--- src/lcd_defs.vh ---
// constants shared by the character display host port and its fifo
`ifndef LCD_DEFS_VH
`define LCD_DEFS_VH

// ----------------------------------------
// timing
// ----------------------------------------
`define CLK_MHZ        50
`define EXEC_TIME_NS   40000
`define EXEC_CYCLES    ((`EXEC_TIME_NS * `CLK_MHZ) / 1000)
`define BUSY_W         12
`define BLINK_W        24

// ----------------------------------------
// command decode bit positions
// ----------------------------------------
`define CMD_TEXT_ADDR  7
`define CMD_GLYPH_ADDR 6
`define CMD_FUNCTION   5
`define CMD_SHIFT      4
`define CMD_DISPLAY    3
`define CMD_ENTRY      2
`define CMD_HOME       1
`define CMD_CLEAR      0
`define FN_WIDTH_BIT   4
`define FN_LINES_BIT   3
`define FN_FONT_BIT    2
`define SH_DISP_BIT    3
`define SH_RIGHT_BIT   2
`define DC_ON_BIT      2
`define DC_CURSOR_BIT  1
`define DC_BLINK_BIT   0
`define EM_INC_BIT     1
`define EM_SHIFT_BIT   0

// ----------------------------------------
// memory map and reset values
// ----------------------------------------
`define SPACE_CODE     8'h20
`define ONE_LINE_LAST  7'h4F
`define LINE1_LAST     7'h27
`define LINE2_FIRST    7'h40
`define LINE2_LAST     7'h67
`define GLYPH_LAST     7'h3F
`define TEXT_LAST      7'h7F
`define LINE1_LEN      7'h50
`define LINE2_LEN      7'h28
`define RST_BUS8       1'b1
`define RST_INC        1'b1
`define CURSOR_ROW     4'h7

// ----------------------------------------
// scan geometry and fifo size
// ----------------------------------------
`define SEG_W          40
`define COM_W          16
`define PIX_LAST       3'h4
`define CHAR_LAST      3'h7
`define ROWS_SMALL     4'h7
`define ROWS_TALL      4'hA
`define ROWS_TWO       4'hF
`define FIFO_DEPTH     4
`define FIFO_AW        2

`endif

--- src/char_lcd_host_interface.v ---
// character display controller: host port, text and glyph memories, scan
`timescale 1ns/1ps
`include "lcd_defs.vh"

// What this block does
// - host bus runs 4-bit or 8-bit by width bit
// - two 8-bit holding registers: data and command
// - data read reloads holding from next location
// - data write lands in targeted memory location unless the fifo is full
// - command holding is write-only for host
// - select low, write low: command write
// - select low, read: busy on d7, counter below
// - select high, write low: data holding write
// - select high, read: return data holding
// - busy high during operation; commands refused
// - counter loaded by command, steps one per access
// - text memory holds 128 8-bit codes, eighty in use
// - one-line addresses contiguous from zero
// - two-line addresses from zero and hex 40
// - font rom: none, 240 rom codes get filler from code and row
// - eight custom glyphs shown by their codes
// - pixels shifted into 40-bit latch, then stored
// - 16-bit common register walks commons, segments out
// - duty 1/8, 1/11 single, 1/16 two-line
// - cursor and blink at counter position
// - upper nibble zero selects custom glyph
// - width bit high uses full 8-bit bus
// - 4-bit mode moves bytes as two transfers

// ----------------------------------------
// data fifo
// ----------------------------------------
module byte_fifo #(
    parameter WIDTH = 8,
    parameter DEPTH = `FIFO_DEPTH,
    parameter AW    = `FIFO_AW
) (
    input  wire             ref_clk,
    input  wire             rst_n,
    input  wire             in_valid,
    output wire             in_ready,
    input  wire [WIDTH-1:0] in_data,
    output wire             out_valid,
    input  wire             out_ready,
    output wire [WIDTH-1:0] out_data
);
    reg [WIDTH-1:0] store [0:DEPTH-1];
    reg [AW:0]      wr_ptr;
    reg [AW:0]      rd_ptr;
    wire            push;
    wire            pop;

    assign out_valid = (wr_ptr != rd_ptr);
    assign in_ready  = (wr_ptr[AW-1:0] != rd_ptr[AW-1:0]) || (wr_ptr[AW] == rd_ptr[AW]);
    assign out_data  = store[rd_ptr[AW-1:0]];
    assign push      = in_valid && in_ready;
    assign pop       = out_valid && out_ready;

    always @(posedge ref_clk)
    begin
        if (push)
            store[wr_ptr[AW-1:0]] <= in_data;
    end

    always @(posedge ref_clk or negedge rst_n)
    begin
        if (!rst_n)
        begin
            wr_ptr <= {(AW+1){1'b0}};
            rd_ptr <= {(AW+1){1'b0}};
        end
        else
        begin
            if (push)
                wr_ptr <= wr_ptr + 1'b1;
            if (pop)
                rd_ptr <= rd_ptr + 1'b1;
        end
    end
endmodule

// ----------------------------------------
// top
// ----------------------------------------
module char_lcd_host_interface (
    input  wire        ref_clk,
    input  wire        rst_n,
    input  wire        enable_pin,
    input  wire        register_select,
    input  wire        read_write,
    input  wire [7:0]  db_in,
    output reg  [7:0]  db_out,
    output reg         db_oe,
    output reg  [39:0] seg_out,
    output reg  [15:0] com_out
);
    // pin synchronisers
    reg [2:0]  e_sync;
    reg [1:0]  rs_sync;
    reg [1:0]  rw_sync;
    reg [7:0]  db_s1;
    reg [7:0]  db_s2;

    reg [7:0]  command_holding;
    reg [7:0]  data_holding;
    reg [6:0]  address_counter;
    reg        glyph_sel;
    reg        bus_width_select_bit;
    reg        two_line;
    reg        tall_font;
    reg        disp_on;
    reg        cur_on;
    reg        blink_on;
    reg        inc;
    reg        shift_en;
    reg [6:0]  offset;
    reg [`BUSY_W-1:0] busy_cnt;
    reg        clearing;
    reg [6:0]  clr_idx;
    reg        exec_go;
    reg        reload;
    reg        nib_phase;
    reg [3:0]  nib_hi;

    reg [7:0]  text_mem  [0:127];
    reg [7:0]  glyph_mem [0:63];

    reg [3:0]  row;
    reg [2:0]  chr;
    reg [2:0]  pix;
    reg [`SEG_W-1:0] seg_latch;
    reg [`BLINK_W-1:0] blink_cnt;

    wire e_rise = e_sync[1] && !e_sync[2];
    wire e_fall = !e_sync[1] && e_sync[2];
    wire rs_s   = rs_sync[1];
    wire rw_s   = rw_sync[1];
    wire fifo_in_ready;
    wire fifo_out_valid;
    wire [7:0] fifo_out_data;
    wire busy_flag = (busy_cnt != {`BUSY_W{1'b0}}) || clearing || exec_go
                     || reload || fifo_out_valid || !fifo_in_ready;
    wire last_nib  = bus_width_select_bit || nib_phase;
    wire [7:0] host_byte = bus_width_select_bit ? db_s2 : {nib_hi, db_s2[7:4]};
    wire data_wr   = e_fall && !rw_s && rs_s && last_nib;
    // a strobe edge owns the counter that cycle, so the fifo waits one clock
    wire drain_rdy = !exec_go && !reload && !clearing && !e_fall && (busy_cnt == {`BUSY_W{1'b0}});
    wire [31:0] exec_full = `EXEC_CYCLES;
    wire drain     = fifo_out_valid && drain_rdy;
    wire [7:0] rd_byte = glyph_sel ? glyph_mem[address_counter[5:0]] : text_mem[address_counter];
    wire [7:0] rd_sel  = rs_s ? data_holding : {busy_flag, address_counter};

    byte_fifo #(
        .WIDTH (8),
        .DEPTH (`FIFO_DEPTH),
        .AW    (`FIFO_AW)
    ) data_fifo (
        .ref_clk   (ref_clk),
        .rst_n     (rst_n),
        .in_valid  (data_wr),
        .in_ready  (fifo_in_ready),
        .in_data   (host_byte),
        .out_valid (fifo_out_valid),
        .out_ready (drain_rdy),
        .out_data  (fifo_out_data)
    );

    // next address with the per-mode wrap points
    function [6:0] step_addr;
        input [6:0] a;
        input       up;
        input       glyph;
        input       two;
        begin
            if (glyph)
                step_addr = up ? ((a + 7'h01) & `GLYPH_LAST) : ((a - 7'h01) & `GLYPH_LAST);
            else if (!two)
                step_addr = up ? ((a >= `ONE_LINE_LAST) ? 7'h00 : a + 7'h01)
                               : ((a == 7'h00) ? `ONE_LINE_LAST : a - 7'h01);
            else if (up)
                step_addr = (a == `LINE1_LAST) ? `LINE2_FIRST :
                            (a >= `LINE2_LAST) ? 7'h00 : a + 7'h01;
            else
                step_addr = (a == `LINE2_FIRST) ? `LINE1_LAST :
                            (a == 7'h00) ? `LINE2_LAST : a - 7'h01;
        end
    endfunction

    // display window offset, wraps at the line length
    function [6:0] step_offs;
        input [6:0] o;
        input       up;
        input       two;
        reg   [6:0] len;
        begin
            len = two ? `LINE2_LEN : `LINE1_LEN;
            if (up)
                step_offs = (o == len - 7'h01) ? 7'h00 : o + 7'h01;
            else
                step_offs = (o == 7'h00) ? len - 7'h01 : o - 7'h01;
        end
    endfunction

    // ----------------------------------------
    // pin synchronisers
    // ----------------------------------------
    always @(posedge ref_clk or negedge rst_n)
    begin
        if (!rst_n)
        begin
            e_sync  <= 3'h0;
            rs_sync <= 2'h0;
            rw_sync <= 2'h0;
            db_s1   <= 8'h00;
            db_s2   <= 8'h00;
        end
        else
        begin
            e_sync  <= {e_sync[1:0], enable_pin};
            rs_sync <= {rs_sync[0], register_select};
            rw_sync <= {rw_sync[0], read_write};
            db_s1   <= db_in;
            db_s2   <= db_s1;
        end
    end

    // ----------------------------------------
    // host port and command execution
    // ----------------------------------------
    always @(posedge ref_clk or negedge rst_n)
    begin
        if (!rst_n)
        begin
            command_holding      <= 8'h00;
            data_holding         <= 8'h00;
            address_counter      <= 7'h00;
            glyph_sel            <= 1'b0;
            bus_width_select_bit <= `RST_BUS8;
            two_line             <= 1'b0;
            tall_font            <= 1'b0;
            disp_on              <= 1'b0;
            cur_on               <= 1'b0;
            blink_on             <= 1'b0;
            inc                  <= `RST_INC;
            shift_en             <= 1'b0;
            offset               <= 7'h00;
            busy_cnt             <= {`BUSY_W{1'b0}};
            clearing             <= 1'b0;
            clr_idx              <= 7'h00;
            exec_go              <= 1'b0;
            reload               <= 1'b0;
            nib_phase            <= 1'b0;
            nib_hi               <= 4'h0;
            db_out               <= 8'h00;
            db_oe                <= 1'b0;
        end
        else
        begin
            exec_go <= 1'b0;
            reload  <= 1'b0;
            if (busy_cnt != {`BUSY_W{1'b0}})
                busy_cnt <= busy_cnt - 1'b1;
            if (clearing)
            begin
                clr_idx <= clr_idx + 7'h01;
                if (clr_idx == `TEXT_LAST)
                    clearing <= 1'b0;
            end
            if (reload)
                data_holding <= rd_byte;
            // read drive: byte or upper then lower nibble on lines 7..4
            if (e_rise && rw_s)
            begin
                db_oe <= 1'b1;
                if (bus_width_select_bit)
                    db_out <= rd_sel;
                else
                    db_out <= nib_phase ? {rd_sel[3:0], 4'h0} : {rd_sel[7:4], 4'h0};
            end
            if (e_fall)
            begin
                db_oe     <= 1'b0;
                nib_phase <= last_nib ? 1'b0 : 1'b1;
                if (!rw_s && !last_nib)
                    nib_hi <= db_s2[7:4];
                if (last_nib && !rw_s && rs_s)
                    data_holding <= host_byte;
                if (last_nib && !rw_s && !rs_s && !busy_flag)
                begin
                    command_holding <= host_byte;
                    exec_go         <= 1'b1;
                end
                if (last_nib && rw_s && rs_s)
                begin
                    address_counter <= step_addr(address_counter, inc, glyph_sel, two_line);
                    reload          <= 1'b1;
                end
            end
            else if (exec_go)
            begin
                busy_cnt <= exec_full[`BUSY_W-1:0];
                if (command_holding[`CMD_TEXT_ADDR])
                begin
                    address_counter <= command_holding[6:0];
                    glyph_sel       <= 1'b0;
                    reload          <= 1'b1;
                end
                else if (command_holding[`CMD_GLYPH_ADDR])
                begin
                    address_counter <= {1'b0, command_holding[5:0]};
                    glyph_sel       <= 1'b1;
                    reload          <= 1'b1;
                end
                else if (command_holding[`CMD_FUNCTION])
                begin
                    bus_width_select_bit <= command_holding[`FN_WIDTH_BIT];
                    two_line             <= command_holding[`FN_LINES_BIT];
                    tall_font            <= command_holding[`FN_FONT_BIT];
                    offset               <= 7'h00;
                end
                else if (command_holding[`CMD_SHIFT])
                begin
                    if (command_holding[`SH_DISP_BIT])
                        offset <= step_offs(offset, !command_holding[`SH_RIGHT_BIT], two_line);
                    else
                        address_counter <= step_addr(address_counter, command_holding[`SH_RIGHT_BIT],
                                                     glyph_sel, two_line);
                end
                else if (command_holding[`CMD_DISPLAY])
                begin
                    disp_on  <= command_holding[`DC_ON_BIT];
                    cur_on   <= command_holding[`DC_CURSOR_BIT];
                    blink_on <= command_holding[`DC_BLINK_BIT];
                end
                else if (command_holding[`CMD_ENTRY])
                begin
                    inc      <= command_holding[`EM_INC_BIT];
                    shift_en <= command_holding[`EM_SHIFT_BIT];
                end
                else if (command_holding[`CMD_HOME] || command_holding[`CMD_CLEAR])
                begin
                    address_counter <= 7'h00;
                    glyph_sel       <= 1'b0;
                    offset          <= 7'h00;
                    if (command_holding[`CMD_CLEAR])
                    begin
                        clearing <= 1'b1;
                        clr_idx  <= 7'h00;
                        inc      <= 1'b1;
                    end
                end
            end
            else if (drain)
            begin
                address_counter <= step_addr(address_counter, inc, glyph_sel, two_line);
                if (shift_en && !glyph_sel)
                    offset <= step_offs(offset, inc, two_line);
            end
        end
    end

    // ----------------------------------------
    // memories
    // ----------------------------------------
    // only 80 of the 128 text slots are reachable through the counter wrap
    always @(posedge ref_clk)
    begin
        if (clearing)
            text_mem[clr_idx] <= `SPACE_CODE;
        else if (drain && !glyph_sel)
            text_mem[address_counter] <= fifo_out_data;
        if (drain && glyph_sel)
            glyph_mem[address_counter[5:0]] <= fifo_out_data;
    end

    // ----------------------------------------
    // scan
    // ----------------------------------------
    wire [3:0] last_row  = two_line ? `ROWS_TWO : (tall_font ? `ROWS_TALL : `ROWS_SMALL);
    wire       line2     = two_line && row[3];
    wire [3:0] glyph_row = line2 ? {1'b0, row[2:0]} : row;
    wire [6:0] pos_raw   = {4'h0, chr} + offset;
    wire [6:0] line_len  = two_line ? `LINE2_LEN : `LINE1_LEN;
    wire [6:0] pos       = (pos_raw >= line_len) ? pos_raw - line_len : pos_raw;
    wire [6:0] scan_addr = line2 ? pos + `LINE2_FIRST : pos;
    wire [7:0] code      = text_mem[scan_addr];
    wire [7:0] glyph_px  = glyph_mem[{code[2:0], glyph_row[2:0]}];
    // no glyph table in this model: rom codes get a filler derived from the code
    wire [4:0] rom_px    = code[4:0] ^ {1'b0, glyph_row};
    wire [4:0] row_px    = (code[7:4] == 4'h0) ?
                           (glyph_row[3] ? 5'h00 : glyph_px[4:0]) : rom_px;
    wire       at_cursor = !glyph_sel && (scan_addr == address_counter);
    wire [4:0] shown_px  = (at_cursor && blink_on && blink_cnt[`BLINK_W-1]) ? 5'h1F :
                           (at_cursor && cur_on && glyph_row == `CURSOR_ROW) ? 5'h1F : row_px;
    wire       pixel     = disp_on && shown_px[pix];

    always @(posedge ref_clk or negedge rst_n)
    begin
        if (!rst_n)
        begin
            row       <= 4'h0;
            chr       <= 3'h0;
            pix       <= `PIX_LAST;
            seg_latch <= {`SEG_W{1'b0}};
            seg_out   <= {`SEG_W{1'b0}};
            com_out   <= {`COM_W{1'b0}};
            blink_cnt <= {`BLINK_W{1'b0}};
        end
        else
        begin
            blink_cnt <= blink_cnt + 1'b1;
            seg_latch <= {seg_latch[`SEG_W-2:0], pixel};
            if (pix != 3'h0)
                pix <= pix - 3'h1;
            else
            begin
                pix <= `PIX_LAST;
                chr <= chr + 3'h1;
                if (chr == `CHAR_LAST)
                begin
                    seg_out <= {seg_latch[`SEG_W-2:0], pixel};
                    com_out <= {{(`COM_W-1){1'b0}}, 1'b1} << row;
                    row     <= (row >= last_row) ? 4'h0 : row + 4'h1;
                end
            end
        end
    end
endmodule

--- config.mk ---
export PLATFORM = sky130hd
export DESIGN_NAME = char_lcd_host_interface
export DESIGN_NICKNAME = d
export VERILOG_FILES = /design/src/char_lcd_host_interface.v
export VERILOG_INCLUDE_DIRS = /design/src
export SDC_FILE = /design/constraint.sdc
export NUM_CORES = 2
export LEC_CHECK = 0
export ABC_AREA = 1
export BUFFER_PORTS_ARGS = -buffer_cell sky130_fd_sc_hd__buf_2
export CAP_MARGIN = 30
export CELL_PAD_IN_SITES_DETAIL_PLACEMENT = 1
export CELL_PAD_IN_SITES_GLOBAL_PLACEMENT = 2
export CORE_ASPECT_RATIO = 0.9
export CORE_UTILIZATION = 39
export DETAILED_ROUTE_END_ITERATION = 6
export PLACE_DENSITY = 0.85
export SKIP_CTS_REPAIR_TIMING = 1
export SYNTH_ARGS = -nofsm -noshare
export SYNTH_HDL_FRONTEND = slang
export SYNTH_HIERARCHICAL = 1
export SYNTH_SLANG_ARGS = --single-unit
--- constraint.sdc ---
create_clock -name ref_clk -period 6.95 [get_ports ref_clk]
set_input_delay 0 -clock ref_clk [delete_from_list [all_inputs] [get_ports ref_clk]]
set_output_delay 0 -clock ref_clk [all_outputs]
set_load 0.01 [all_outputs]
Yosys cells after proc, flatten, opt, wreduce, memory -nomap -nowiden --
Memories as Yosys holds them, arrays and structs flattened. Index checks and enable logic that the tools add are counted.
Operators by class: mux-type cells 120, reduce and logical (&&, ||, !) cells 73, magnitude comparators 5, add/sub/neg operators 16, bitwise gates (word level) 8, equality and inequality tests 25, shift-type cells 1
Operators by type and width (number):
- $mux 7 | 53
- $mux 8 | 9
- $mux 1 | 43
- $mux 12 | 3
- $logic_and 1x1->1 | 29
- $add 24x1->24 const B | 1
- $add 7x1->7 const B | 3
- $sub 7x1->7 const B | 3
- $mux 5 | 4
- $reduce_and 9->1 | 2
- $mux 4 | 4
- $shl 1x4->16 const A | 1
- $eq 7x7->1 | 2
- $eq 7x7->1 const B | 2
- $ge 7x7->1 const B | 2
- $logic_not 7->1 | 2
- $reduce_and 7->1 | 2
- $logic_not 1->1 | 12
- $logic_not 12->1 | 1
- $mux 6 | 2
- $ne 3x1->1 const B | 4
- $ne 4x4->1 const B | 3
- $reduce_bool 12->1 | 1
- $sub 12x1->12 const B | 1
- other kinds (34) | 59
Storage, ports and cells: memory bits (writable) 1568, output and inout port bits 65, memories 3, bits in registers 233, input port bits 13
Memory list:
- text_mem | words 128, bits a word 8, read ports 2, clocked after memory_dff 0, write ports 1, line char_lcd_host_interface.v:125 | reg [7:0] text_mem [0:127];
- glyph_mem | words 64, bits a word 8, read ports 2, clocked after memory_dff 0, write ports 1, line char_lcd_host_interface.v:126 | reg [7:0] glyph_mem [0:63];
- data_fifo.store | words 4, bits a word 8, read ports 1, clocked after memory_dff 0, write ports 1, line char_lcd_host_interface.v:47 | reg [WIDTH-1:0] store [0:DEPTH-1];

Logic depth before layout (Yosys ltp) --
depth in word-level cells 14, gate-level depth with buffers 33, depth with buffers taken out 32

Cells and area by module --
The synthesis kept the hierarchy.
Modules (own cells, without submodules):
- char_lcd_host_interface | cells an instance 7679, instances 1, area each 81301.7 µm²
- byte_fifo | cells an instance 137, instances 1, area each 1655.3 µm²

Least setup slack after synthesis --
No wires, ideal clock.
path type reg-to-reg, start point register data_fifo.rd_ptr[0], end point memory text_mem[0][6], data pin, path buffers 2, setup time 0.798 ns, stages on the path, launching flop included 8, arrival 5.815 ns, slack 0.336 ns, period minus slack after synthesis 6.614 ns, path through dfrtp_1 -> buf_6 -> inv_4 -> buf_2 -> o21ai_0 -> o22ai_1 -> inv_1 -> nor2_1
RTL lines:
- start: declaration | line char_lcd_host_interface.v:49 | reg [AW:0] rd_ptr;
- start signal: assignment | line char_lcd_host_interface.v:70 | rd_ptr <= {(AW+1){1'b0}};
- start signal: assignment | line char_lcd_host_interface.v:77 | rd_ptr <= rd_ptr + 1'b1;
- $mem_v2 4x8
- via fifo_out_data[6] | line char_lcd_host_interface.v:140 | wire [7:0] fifo_out_data;
- $mux 8 (no line)
- end: declaration | line char_lcd_host_interface.v:125
The timed path passes the listed nets, and every way through them passes these cells.

Final worst setup path --
start point register offset[0], end point register seg_out[0]
Between the ends: word-level cells in the longest chain between the ends 14
RTL lines:
- start: declaration | line char_lcd_host_interface.v:116 | reg [6:0] offset;
- start signal: assignment | line char_lcd_host_interface.v:324 | offset <= step_offs(offset, !command_holding[`SH_RIGHT_BIT], two_line);
- start signal: assignment | line char_lcd_host_interface.v:357 | offset <= step_offs(offset, inc, two_line);
- $add 3x7->7 * | line char_lcd_host_interface.v:382 | wire [6:0] pos_raw = {4'h0, chr} + offset;
- $sub 7x7->7 or $ge 7x7->1 (tied branches) | line char_lcd_host_interface.v:384 | wire [6:0] pos = (pos_raw >= line_len) ? pos_raw - line_len : pos_raw;
- $mux 7 * | line char_lcd_host_interface.v:384
- $add 7x7->7 (no line)
- $mux 7 * | line char_lcd_host_interface.v:385 | wire [6:0] scan_addr = line2 ? pos + `LINE2_FIRST : pos;
- $mem_v2 128x8 or $eq 7x7->1 (tied branches)
- $mem_v2 64x8 or $logic_and 1x1->1 (tied branches)
- $mux 5 or $logic_and 1x1->1 (tied branches) | line char_lcd_host_interface.v:391, char_lcd_host_interface.v:394
- $mux 5 or $logic_and 1x1->1 (tied branches)
- $mux 5 | line char_lcd_host_interface.v:394 | (at_cursor && cur_on && glyph_row == `CURSOR_ROW) ? 5'h1F : row_px;
- $mux 5 * | line char_lcd_host_interface.v:393 | wire [4:0] shown_px = (at_cursor && blink_on && blink_cnt[`BLINK_W-1]) ? 5'h1F :
- $bmux 1 s3 * | line char_lcd_host_interface.v:395 | wire pixel = disp_on && shown_px[pix];
- $mux 1 (implied by the code) * | line char_lcd_host_interface.v:395
- $logic_and 1x1->1 * | line char_lcd_host_interface.v:395
- end signal: assignment | line char_lcd_host_interface.v:405 | seg_out <= {`SEG_W{1'b0}};
- end signal: assignment | line char_lcd_host_interface.v:421 | seg_out <= {seg_latch[`SEG_W-2:0], pixel};
- end: declaration | line char_lcd_host_interface.v:94 | output reg [39:0] seg_out,
Mark *: on every way between the ends. The rest lies on a longest branch, timed or not. The select of a mux whose other input is x is not followed. A chain may end at the register's enable or synchronous reset.

==> results.yml <==
pwr:
  powerDensity_nw_per_um2: 307
  combPwrFrac: 0.223
  p_seq_frac: 0.427
  p_sw_mw: 9.68
  power.leakage_nw: 34.1
  vdd_drop_max_mv: 0.257
  p_sw_frac: 0.339
  power.total_mw: 28.5
  internal_power_mw: 18.9
  power.share.clock: 0.350
routing:
  drcViolationCount: 0
  dr.pass1.iters: 6
  wl_mm: 328
  vias_per_cell: 6.22
  detail_route.iter0.violations: 8050
  num_vias: 66988
  wl_per_cell_um: 30.4
  ant_nets: 0
synth:
  netlist-cell-type-count: 75
  synth.area.top_cells: "edfxtp_1, nand2_1, dfrtp_1"
  ys_seq_area_frac: 0.638
  ys_async_sr_fraction: 0.129
  yosysTopAreaCellShare: 0.568
  synth_area_per_cell_um2: 10.6
  ys_ff_latch: 1801
  syn_nets: 7864
  syn-cell-area_um2: 83000
  yosysWarnings: 6
  yosys.area.top_type: "edfxtp_1"
  synth_common_cells: "nand2_1, edfxtp_1, o21ai_0, nor2_1, inv_1"
  synth-main-ff-cell: "edfxtp_1"
  yosysMostFrequentCell: "nand2_1"
  syn_inst: 7816
  synth_edf_count: 1568
worst_setup_path:
  path_class: "reg -> reg"
  crit_buf_inv: 5
  crit_required_ns: 7.74
  critPathArrivalTime_ns: 6.99
  critPathMaxStageDelay_ns: 0.52
  cp_max_fo: 51
  startpoint_type: "flop"
  crit_family: "simple AND/OR/NAND/NOR gates"
  slowest_stage: "nand2_2"
  cp_common_cell: "nand2_1"
  worstSetupEndpointType: "flop"
die:
  ioPinCount: 78
  coreArea_um2: 211000
  dieArea_um2: 215000
  dieWidth_um: 488
  die_h_um: 440
  rows: 160
  start_util: 0.392
layout:
  fill_cells: 22961
  seq_area_um2: 52900
  synthToLayoutAreaGrowth_pct: 12.0
  antenna_cells: 0
  fin_area_um2: 92900
  stdcell_count: 10765
  finalNetCount: 7834
  drive_above_1_share: 0.0880
  multiInputGateArea_um2: 25900
sta:
  hold_viol_final: 0
  worst_pin_slew_ns: 1.13
  slew_violations: 0
  finClkSkew_ns: 0.0464
  finalSetupViolations: 0
  fin_crit_ns: 6.20
  rsz0062_at_grt: "no"
  fin_ws_ns: 0.746
  setup_tns_ns: 0
  slew_headroom: 0.244
  max_freq_mhz: 161
  period_share: 0.893
global_routing:
  grt_first_pass_wirelength_mm: 471
  grt_max_degree: 181
  overflow: 0
  grt_pass1_vias: 67312
  antenna_found_initial: 11
  grt_usage: 0.300
clock_tree:
  htreeDepth: 4
  clk_latency_ns: 0.87
  cts.clk_slew.worst_paths_ns: 0.07
  clock_path_buffers: 3
  root_buffer: "clkbuf_16"
  numCtsBuffers: 185
  cts_tree: "yes"
  cts.sinks: 1801
status:
  outcome: "finished, final reports clean"
place:
  place_ws_ns: 0.884
  gp_congestion: 0.938
  place_area_um2: 86600
  hpwl_mm: 201
  port_buffers: 77
  dp.cells: 10389
hold_path:
  hold_path.class: "in -> async"
flow_run:
  drv_cap: 0
[through the flow]
| step | util | hold WS, ns |
|---|---|---|
| after floorplan | - | -0.296 |
| after global placement | 0.408 | 0.0542 |
| after detailed placement | 0.409 | 0.0608 |
| after CTS | 0.437 | -0.869 |
| after global routing | 0.439 | 0.316 |
| final | 0.439 | 0.288 |
[final cells by class]
cell class,count,area share
Clock buffer,246,0.0548
Clock inverter,85,0.00878
Inverter,537,0.0223
Multi-Input combinational cell,4966,0.279
Sequential cell,1801,0.570
Tap cell,2835,0.0382
Timing Repair Buffer,295,0.0276
[worst paths after layout]
check                                       from                      end  slack (ns)  cells after the start
setup / recovery           offset[0]$_DFFE_PN0P_   seg_out[0]$_DFFE_PN0P_        0.75                     30
hold / removal                             rst_n  seg_out[29]$_DFFE_PN0P_        0.29                      4
setup reg to reg           offset[0]$_DFFE_PN0P_   seg_out[0]$_DFFE_PN0P_        0.75                     30
hold reg to reg             rs_sync[0]$_DFF_PN0_     rs_sync[1]$_DFF_PN0_        0.35                      0
max in group asynchronous                  rst_n    offset[4]$_DFFE_PN0P_        5.86                      4
min in group ref_clk                    db_in[1]       db_s1[1]$_DFF_PN0_        0.32                      3
[sequential cells by signal, indices dropped and copies added, names as in the netlist, 4 cells and up]
name / count
text_mem: 1024
glyph_mem: 512
seg_out: 40
seg_latch: 39
data_fifo/store: 32
blink_cnt: 24
com_out: 16
busy_cnt: 12
command_holding: 8
data_holding: 8
db_out: 8
db_s1: 8
db_s2: 8
address_counter: 7
clr_idx: 7
offset: 7
nib_hi: 4
row: 4
[layer usage]
metal  GRT usage  share of wire  vias to the layer above
met4       0.151          0.054                       14
met1       0.403           0.40                    34097
met5           0        0.00024                        -
met3      0.0624          0.099                      872
met2       0.459           0.45                     3795
li1            -              -                    28210
[cells in the final DEF (no fill, tap or decap), types with 17 or more instances in the layout]
cell type      Yosys  final
o221ai_1          23     23
o22ai_1          105     97
xor2_1            27     27
nand2_1         1592   1587
clkbuf_16          0    190
edfxtp_1        1568   1568
nand2_2           19     23
nor2_2            33     33
nand3_1          462    459
nor2_4             7     19
a221oi_1         216    216
a31oi_1           26     26
nor3_1            78     77
o2bb2ai_1         30     30
inv_6              1     17
dlygate4sd3_1      0     24
nor2_1           598    586
ha_1              33     32
buf_2            172     79
a22o_1            33     33
o211ai_1          89     89
nand4_1          102    102
dfrtp_1          230    225
o2111ai_1         74     74
a22oi_1          149    149
o21ai_0          706    706
buf_12             0     32
a21oi_1          394    394
clkinv_2           0     23
clkinv_1           6     39
o31ai_1           22     22
buf_4             34    139
clkbuf_1         246     43
inv_1            506    501
[worst reg2reg max path, delay by kind of cell, from the launching register on]
kind	cells	cell delay, ns
simple gates	18	2.96
fa+ha+maj	3	1.04
flops	1	0.47
buf+inv	5	0.66
xor+xnor	1	0.44
compound gates	3	0.58
[power by group through the flow]
| stage | Clock [mW] | Sequential (mW) | Combinational [mW] |
|---|---|---|---|
| after floorplan | 0 | 12.2 | 3.04 |
| after global placement | 0 | 12.4 | 6.01 |
| after detailed placement | 0 | 12.4 | 6.10 |
| after CTS | 10.1 | 12.2 | 6.13 |
| after global routing | 10.4 | 12.2 | 6.48 |
| final | 9.99 | 12.2 | 6.37 |
[cells by family after synthesis]
family	count (synthesis)	synth area share
muxes	1	0.000136
buffers and inverters	1049	0.0539
adders and majority gates	35	0.00546
xor gates and xnor gates	43	0.00454
AOI/OAI and AO/OA	1954	0.149
and+or+nand+nor	2933	0.149
DFF	1801	0.638
(Power assumes the default switching activity.)
